--- src/logic/pcd_pkg.sv ---
// Package with register map, field positions and reset values of the PLL controller.
`default_nettype none
package pcd_pkg;

	// Register bus and field widths.
	localparam int unsigned ADDR_W = 10;
	localparam int unsigned DATA_W = 32;
	localparam int unsigned MULT_W = 5;
	localparam int unsigned RATIO_W = 3;

	// Byte offsets of the registers inside the controller window.
	localparam logic [9:0] OFF_PLL_CONTROL = 10'h100;
	localparam logic [9:0] OFF_MULT_SELECT = 10'h110;
	localparam logic [9:0] OFF_PRE_DIVIDER = 10'h114;
	localparam logic [9:0] OFF_DIVIDER_TWO = 10'h11C;
	localparam logic [9:0] OFF_GO_COMMAND = 10'h138;

	// Bit positions inside pll_control.
	localparam int unsigned CTL_MODE_BIT = 0;
	localparam int unsigned CTL_PWRDN_BIT = 1;
	localparam int unsigned CTL_RST_BIT = 3;
	localparam int unsigned CTL_DIS_BIT = 4;
	localparam int unsigned CTL_SRC_BIT = 5;

	// Bits 7-6 of pll_control always read as one.
	localparam logic [31:0] CTL_FIXED_ONES = 32'h0000_00C0;

	// Divider enable flag position and go command bit position.
	localparam int unsigned DIV_EN_BIT = 15;
	localparam int unsigned GO_BIT = 0;

	// Values after reset.
	localparam logic CTL_MODE_RST = 1'h0;
	localparam logic CTL_PWRDN_RST = 1'h0;
	localparam logic CTL_RST_RST = 1'h1;
	localparam logic CTL_DIS_RST = 1'h0;
	localparam logic CTL_SRC_RST = 1'h1;
	localparam logic [4:0] MULT_RST = 5'h13;
	localparam logic [2:0] PRE_RATIO_RST = 3'h0;
	localparam logic [2:0] DIV2_RATIO_RST = 3'h3;
	localparam logic [2:0] CNT_RST = 3'h0;

	// Address match, used by every register decode.
	function automatic logic addr_hit(input logic [9:0] addr, input logic [9:0] off);
		addr_hit = (addr == off);
	endfunction

endpackage
`default_nettype wire

--- src/logic/pcd_div_if.sv ---
// Interface that carries a divider's ratio, enable and ticks.
`timescale 1ns/1ps
`default_nettype none
interface pcd_div_if;
	logic en;
	logic [2:0] ratio;
	logic tick_in;
	logic tick_out;

	// The controller feeds the divider and reads its output tick.
	modport ctrl (output en, output ratio, output tick_in, input tick_out);
	modport div (input en, input ratio, input tick_in, output tick_out);
endinterface
`default_nettype wire

--- src/logic/pcd_clk_div.sv ---
// Programmable divide-by-(ratio+1) tick divider.
`timescale 1ns/1ps
`default_nettype none
module pcd_clk_div (
	input wire logic clk_sys_i,
	input wire logic rst_n_i,
	pcd_div_if.div dv
);
	logic [2:0] cnt_q;
	logic [2:0] cnt_d;
	logic tick_q;
	logic wrap;

	// A count at or past the ratio wraps, so a ratio lowered mid-count
	// never lets the counter run the long way round.
	assign wrap = (cnt_q >= dv.ratio);
	assign cnt_d = wrap ? pcd_pkg::CNT_RST : 3'(cnt_q + 3'h1);

	// Count source ticks and emit one output tick per ratio+1 of them.
	always_ff @(posedge clk_sys_i or negedge rst_n_i) begin
		if (!rst_n_i) begin
			cnt_q <= pcd_pkg::CNT_RST;
			tick_q <= 1'b0;
		end else begin
			tick_q <= dv.en && dv.tick_in && wrap;
			if (dv.en && dv.tick_in) begin
				cnt_q <= cnt_d;
			end
		end
	end

	assign dv.tick_out = tick_q;
endmodule
`default_nettype wire

--- src/logic/pcd_pll_ctrl.sv ---
// PLL controller: control register, multiplier, pre-divider and system clock two divider.
`timescale 1ns/1ps
`default_nettype none
module pcd_pll_ctrl #(
	parameter bit MEM_CTRL = 1'b0
) (
	input wire logic clk_sys_i,
	input wire logic rst_n_i,
	input wire logic [9:0] reg_addr_i,
	input wire logic [31:0] reg_wdata_i,
	input wire logic reg_wr_i,
	input wire logic reg_rd_i,
	output logic [31:0] reg_rdata_o,
	input wire logic ref_clk_tick_i,
	input wire logic pll_out_tick_i,
	output logic pll_mode_select_o,
	output logic pll_power_down_o,
	output logic pll_reset_assert_o,
	output logic pll_output_disable_o,
	output logic [4:0] multiplier_select_o,
	output logic [2:0] pre_divider_ratio_o,
	output logic pre_divider_tick_o,
	output logic div_source_tick_o,
	output logic system_clock_two_tick_o
);

	// Address decode for each register.
	wire hit_ctl = pcd_pkg::addr_hit(reg_addr_i, pcd_pkg::OFF_PLL_CONTROL);
	wire hit_mult = pcd_pkg::addr_hit(reg_addr_i, pcd_pkg::OFF_MULT_SELECT);
	wire hit_pre = pcd_pkg::addr_hit(reg_addr_i, pcd_pkg::OFF_PRE_DIVIDER);
	wire hit_div2 = pcd_pkg::addr_hit(reg_addr_i, pcd_pkg::OFF_DIVIDER_TWO);
	wire hit_go = pcd_pkg::addr_hit(reg_addr_i, pcd_pkg::OFF_GO_COMMAND);

	// Write strobes per register.
	wire wr_ctl = reg_wr_i && hit_ctl;
	wire wr_mult = reg_wr_i && hit_mult;
	wire wr_pre = reg_wr_i && hit_pre;
	wire wr_div2 = reg_wr_i && hit_div2;
	wire wr_go = reg_wr_i && hit_go;

	// Control register state.
	logic mode_q;
	logic pwrdn_q;
	logic prst_q;
	logic dis_q;
	logic src_gate_q;
	logic mode_d;

	// Multiplier, pre-divider and divider two state.
	logic [4:0] mult_q;
	logic [2:0] pre_ratio_q;
	logic [2:0] div2_pend_q;
	logic [2:0] div2_act_q;
	logic go_q;
	logic src_tick_q;
	logic [31:0] rdata_q;

	// The mode bit only follows a write once the source gate has already
	// been cleared by an earlier write; clearing both in one write leaves
	// the mode unchanged, so software must use two writes.
	assign mode_d = (wr_ctl && !src_gate_q) ? reg_wdata_i[pcd_pkg::CTL_MODE_BIT] : mode_q;

	// Control register flops.
	always_ff @(posedge clk_sys_i or negedge rst_n_i) begin
		if (!rst_n_i) begin
			mode_q <= pcd_pkg::CTL_MODE_RST;
			pwrdn_q <= pcd_pkg::CTL_PWRDN_RST;
			prst_q <= pcd_pkg::CTL_RST_RST;
			dis_q <= pcd_pkg::CTL_DIS_RST;
			src_gate_q <= pcd_pkg::CTL_SRC_RST;
		end else begin
			mode_q <= mode_d;
			if (wr_ctl) begin
				pwrdn_q <= reg_wdata_i[pcd_pkg::CTL_PWRDN_BIT];
				prst_q <= reg_wdata_i[pcd_pkg::CTL_RST_BIT];
				dis_q <= reg_wdata_i[pcd_pkg::CTL_DIS_BIT];
				src_gate_q <= reg_wdata_i[pcd_pkg::CTL_SRC_BIT];
			end
		end
	end

	// Multiplier field; the memory-clock instance keeps its reset value.
	always_ff @(posedge clk_sys_i or negedge rst_n_i) begin
		if (!rst_n_i) begin
			mult_q <= pcd_pkg::MULT_RST;
		end else if (wr_mult && !MEM_CTRL) begin
			mult_q <= reg_wdata_i[4:0];
		end
	end

	// Pre-divider ratio takes effect at once; it sits ahead of the PLL.
	always_ff @(posedge clk_sys_i or negedge rst_n_i) begin
		if (!rst_n_i) begin
			pre_ratio_q <= pcd_pkg::PRE_RATIO_RST;
		end else if (wr_pre) begin
			pre_ratio_q <= reg_wdata_i[2:0];
		end
	end

	// Divider two: a written ratio waits in the pending copy until go.
	// Holding it back keeps the running clock from glitching mid-period.
	always_ff @(posedge clk_sys_i or negedge rst_n_i) begin
		if (!rst_n_i) begin
			div2_pend_q <= pcd_pkg::DIV2_RATIO_RST;
			div2_act_q <= pcd_pkg::DIV2_RATIO_RST;
		end else begin
			if (wr_div2 && !MEM_CTRL) begin
				div2_pend_q <= reg_wdata_i[2:0];
			end
			if (go_q) begin
				div2_act_q <= div2_pend_q;
			end
		end
	end

	// Go bit: a one starts the load, a zero only clears; it completes in
	// one cycle, so a read normally sees it back at zero.
	always_ff @(posedge clk_sys_i or negedge rst_n_i) begin
		if (!rst_n_i) begin
			go_q <= 1'b0;
		end else begin
			go_q <= wr_go && reg_wdata_i[pcd_pkg::GO_BIT];
		end
	end

	// Divider source follows the clock path choice.
	wire src_tick = mode_q ? pll_out_tick_i : ref_clk_tick_i;

	// Register the source tick so that both consumers see one flop edge.
	always_ff @(posedge clk_sys_i or negedge rst_n_i) begin
		if (!rst_n_i) begin
			src_tick_q <= 1'b0;
		end else begin
			src_tick_q <= src_tick;
		end
	end

	// Pre-divider on the reference and divider two on the source tick.
	pcd_div_if pre_if ();
	pcd_div_if div2_if ();

	assign pre_if.en = 1'b1;
	assign pre_if.ratio = pre_ratio_q;
	assign pre_if.tick_in = ref_clk_tick_i;
	assign div2_if.en = !MEM_CTRL;
	assign div2_if.ratio = div2_act_q;
	assign div2_if.tick_in = src_tick_q;

	pcd_clk_div u_pre_div (
		.clk_sys_i(clk_sys_i),
		.rst_n_i(rst_n_i),
		.dv(pre_if.div)
	);

	pcd_clk_div u_div_two (
		.clk_sys_i(clk_sys_i),
		.rst_n_i(rst_n_i),
		.dv(div2_if.div)
	);

	// Read views of each register, reserved bits fixed.
	wire [31:0] rd_ctl = pcd_pkg::CTL_FIXED_ONES | {26'h0, src_gate_q, dis_q, prst_q, 1'b0,
		pwrdn_q, mode_q};
	wire [31:0] rd_mult = {27'h0, mult_q};
	wire [31:0] rd_pre = {16'h0, 1'b1, 12'h0, pre_ratio_q};
	wire [31:0] rd_div2 = MEM_CTRL ? 32'h0 : {16'h0, 1'b1, 12'h0, div2_pend_q};
	wire [31:0] rd_go = {31'h0, go_q};

	// Read select; an unmapped address answers zero.
	wire [31:0] rd_mux = hit_ctl ? rd_ctl :
		hit_mult ? rd_mult :
		hit_pre ? rd_pre :
		hit_div2 ? rd_div2 :
		hit_go ? rd_go : 32'h0;

	// Read data stand only in the cycle after the strobe.
	always_ff @(posedge clk_sys_i or negedge rst_n_i) begin
		if (!rst_n_i) begin
			rdata_q <= 32'h0;
		end else begin
			rdata_q <= reg_rd_i ? rd_mux : 32'h0;
		end
	end

	// Outputs toward the PLL macro and clock consumers.
	assign reg_rdata_o = rdata_q;
	assign pll_mode_select_o = mode_q;
	assign pll_power_down_o = pwrdn_q;
	assign pll_reset_assert_o = prst_q;
	assign pll_output_disable_o = dis_q;
	assign multiplier_select_o = mult_q;
	assign pre_divider_ratio_o = pre_ratio_q;
	assign pre_divider_tick_o = pre_if.tick_out;
	assign div_source_tick_o = src_tick_q;
	assign system_clock_two_tick_o = div2_if.tick_out;
endmodule
`default_nettype wire

--- config.mk ---
export PLATFORM = sky130hd
export DESIGN_NAME = pcd_pll_ctrl
export DESIGN_NICKNAME = d
export VERILOG_FILES = /design/src/logic/pcd_pkg.sv /design/src/logic/pcd_div_if.sv /design/src/logic/pcd_clk_div.sv /design/src/logic/pcd_pll_ctrl.sv
export SDC_FILE = /design/constraint.sdc
export NUM_CORES = 1
export LEC_CHECK = 0
export BUFFER_PORTS_ARGS = -buffer_cell sky130_fd_sc_hd__buf_2
export CELL_PAD_IN_SITES_DETAIL_PLACEMENT = 1
export CELL_PAD_IN_SITES_GLOBAL_PLACEMENT = 1
export CORE_ASPECT_RATIO = 0.9
export CORE_MARGIN = 1.5
export CORE_UTILIZATION = 36
export CTS_BUF_LIST = sky130_fd_sc_hd__clkbuf_8
export DETAILED_ROUTE_END_ITERATION = 8
export MAX_ROUTING_LAYER = met4
export PLACE_DENSITY = 0.84
export RECOVER_POWER = 25
export SYNTH_ARGS = -nofsm -noshare
export SYNTH_HDL_FRONTEND = slang
export SYNTH_SLANG_ARGS = --single-unit
--- constraint.sdc ---
create_clock -name clk_sys_i -period 1.7 [get_ports clk_sys_i]
set_clock_uncertainty 0.15 [all_clocks]
set_input_delay 0.085 -clock clk_sys_i [delete_from_list [all_inputs] [get_ports clk_sys_i]]
set_output_delay 0.085 -clock clk_sys_i [all_outputs]
set_load 0.005 [all_outputs]
==> run summary <==
Per-cell routed wire length - 16.1 microns
CP Launch Type - register
Internal power - 0.00123 W
Total power - 0.00166 W
Critical path arrival - 1640 ps
Comb pwr share - 9.8%
Synth area leader - dfrtp_1
Fraction of layout cells with a size suffix above 1 - 37.9%
Final min period - 1610 ps
CTS Buf Count - 5
Clk pwr share - 35.8%
Max Cap Viol - 0
Setup CP Type - reg -> reg
Core area - 0.00529 sq mm
Post-DP Area - 0.00225 sq mm
Final WL - 4.98 mm
Sw frac - 25.5%
Fmax achieved - 619 MHz
Dominant cells by area after synthesis - dfrtp_1 35%, dfstp_2 12%, mux2_2 9.6%
Via count - 1495
Main synth FF type - dfrtp_1
Fin Hold WS - 19.8 ps
Status - finished, final reports clean
Synth Warn # - 0
Post-synthesis area per instance - 11.4 sq um
First-pass GRT wire length - 7.81 mm
Worst-path fanout max - 4
Cell area after synthesis - 0.00200 sq mm
Psw - 0.000422 W
Ports - 95
Pwr dens - 669 mW/mm^2
Clock Latency Late Sink - 290 ps
Sequential share of power - 54.4%
Hold Path Class - in -> reg
Initial core utilization - 37.8%
Die Ht - 73.7 microns
Slew headroom - 38.3%
Synth async-reset ratio - 100%
Initial drt markers - 73
Data required time of the worst path - 1730 ps
H-tree level count - 2
Register area share after synthesis - 46.9%
Area delta synth->final - 23.8%
Peak supply drop - 368 uV
Vias in the first global route - 1572
Pin count of the biggest net entering global routing - 38
CTS tree - done
Clk slew on worst S/H paths - 80 ps
Drt via density - 4.82
Number of nets with antenna violations after routing - 0
Final net count - 298
Clock tree buffer depth - 2
Drc violations - 0
Overflow after GRT - 0
Diode count - 0
Core Util, Final - 46.8%
Core Rows - 25
Port bufs - 45
DPL Wire Length - 3.32 mm
CTS sink cnt - 37
Tcrit/Tclk final - 95.0%
Gr usage total - 18.4%
DRT Pass-1 Iters - 4
Worst slew pin tran - 926 ps
Initial antenna violation count - 0
Post-synthesis cell count - 176
Endpoint class of the critical path - register
Setup Buffers After CTS - 0
Die area - 0.00601 sq mm
Endpoints failing hold - 0
Max Slew Vio Count - 0
Leakage - 1.24 nW
Number of library cell types mapped by synthesis - 41
Post-synth EDFFs - 0
Clock root buffer - clkbuf_8
Synth top area share - 35.1%
Fin area - 0.00247 sq mm
Seq cells post-synth - 37
Die width - 81.5 microns
Unrepaired setup endpoints after global routing - false
Setup violators final - 0
Placer Congestion - 0.854
## registers in the layout (all words and copies together), names as in the netlist, 3 cells and up
register	flops
div2_act_q	3
div2_pend_q	3
multiplier_select_o	5
pre_divider_ratio_o	3
reg_rdata_o	8
u_div_two.cnt_q	3
u_pre_div.cnt_q	3
## worst max-delay path, stage by stage, from the launching register on
cell,delay [ps]
dfrtp_1,440
mux2_2,350
dlygate4sd3_1,550
## cell families after synthesis
group	Yosys count	share of synthesized area (%)
AND/OR/NAND/NOR	47	16.7
AO/OA/AOI/OAI	24	7.83
flip-flops	37	46.9
adder cells (fa/ha/maj)	8	5.01
multiplexers	21	11.6
buffers and inverters	38	11.7
other	1	0.188
## power groups by stage
| stage | clock [W] | combinational (W) | sequential [W] |
|---|---|---|---|
| 3_5_place_dp | 0 | 0.000137 | 0.000917 |
| 6_report | 0.000592 | 0.000162 | 0.000901 |
| 3_3_place_gp | 0 | 0.000132 | 0.000917 |
| 5_1_grt | 0.000635 | 0.000179 | 0.000902 |
| 2_1_floorplan | 0 | 0.0000892 | 0.000917 |
| 4_1_cts | 0.000596 | 0.000159 | 0.000901 |
## synth_stat cells (2+ instances only)
cell	number
dfrtp_1	28
buf_4	24
mux2_2	17
inv_1	12
o21ai_0	11
dfstp_2	9
ha_1	8
nor2_1	8
nand2_1	7
nand3_1	7
and3_1	3
mux2i_1	3
nor2b_1	3
nor3_1	3
a21o_1	2
a31oi_1	2
and2_1	2
and3b_1	2
nand2b_1	2
nor4_4	2
## through the flow
step           setup slack, ps  cells  setup TNS [ps]
5_1_grt                   32.0    310               0
3_5_place_dp             -13.8    290           -13.8
4_1_cts                   35.0    310               0
6_report                  85.6    310               0
3_3_place_gp              8.24    290               0
2_1_floorplan              180    198               0
## cell usage in the layout, fill, tap and decap left out, types with 2 or more instances in the layout
master	netlist	routed
dlygate4sd3_1	0	12
inv_1	12	15
nor2_1	8	8
ha_1	8	8
mux2_2	17	17
a31oi_4	0	2
nand2_1	7	7
and3_1	3	3
conb_1	1	23
and2_1	2	2
nor4_4	2	2
mux2i_1	3	3
buf_2	1	45
clkbuf_8	0	5
and3b_1	2	2
nor3_1	3	3
nand2b_1	2	2
nor2b_1	3	3
o21ai_0	11	11
dfrtp_1	28	28
nand3_1	7	7
dfstp_2	9	9
buf_4	24	5
a21o_1	2	2
## what timing repair did
action | in CTS | in global routing
hold endpoints to repair | 56 | 0
hold buffers | 12 | 0
pin swaps | 0 | 0
gates resized for setup | 1 | 3
endpoints found under the setup margin | 1 | 5
## final timing paths
kind	start	endpoint	slack, ps	depth (start not counted)
worst max-delay path	pll_mode_select_o$_DFFE_PN0P_	div_source_tick_o$_DFF_PN0_	90	2
worst min-delay path	reg_addr_i[4]	reg_rdata_o[1]$_DFF_PN0_	20	2
worst max register to register	pll_mode_select_o$_DFFE_PN0P_	div_source_tick_o$_DFF_PN0_	90	2
worst min register to register	div2_pend_q[1]$_DFFE_PN1P_	div2_act_q[1]$_DFFE_PN1P_	350	2
max in group asynchronous	rst_n_i	multiplier_select_o[2]$_DFFE_PN0P_	420	3
min in group asynchronous	rst_n_i	reg_rdata_o[3]$_DFF_PN0_	400	3
## final cells by class
cell class	count	area [sq um]
fill	598	2810
multi-input combinational	123	940
sequential	37	937
timing repair buffer	63	388
tap	67	83.8
clock buffer	5	68.8
inverter	12	45.0
clock inverter	3	11.3
## layer usage
| metal | wire (microns) | vias to the layer above | part of all wire, % | track usage (%) |
|---|---|---|---|---|
| met5 | 0 | - | 0 | - |
| met3 | 223 | 10 | 4.5 | 3.23 |
| met4 | 91 | 0 | 1.8 | 6.32 |
| li1 | - | 704 | - | - |
| met1 | 2060 | 733 | 41 | 21.4 |
| met2 | 2610 | 48 | 52 | 32.0 |
Power figures use the tool's default switching activity.
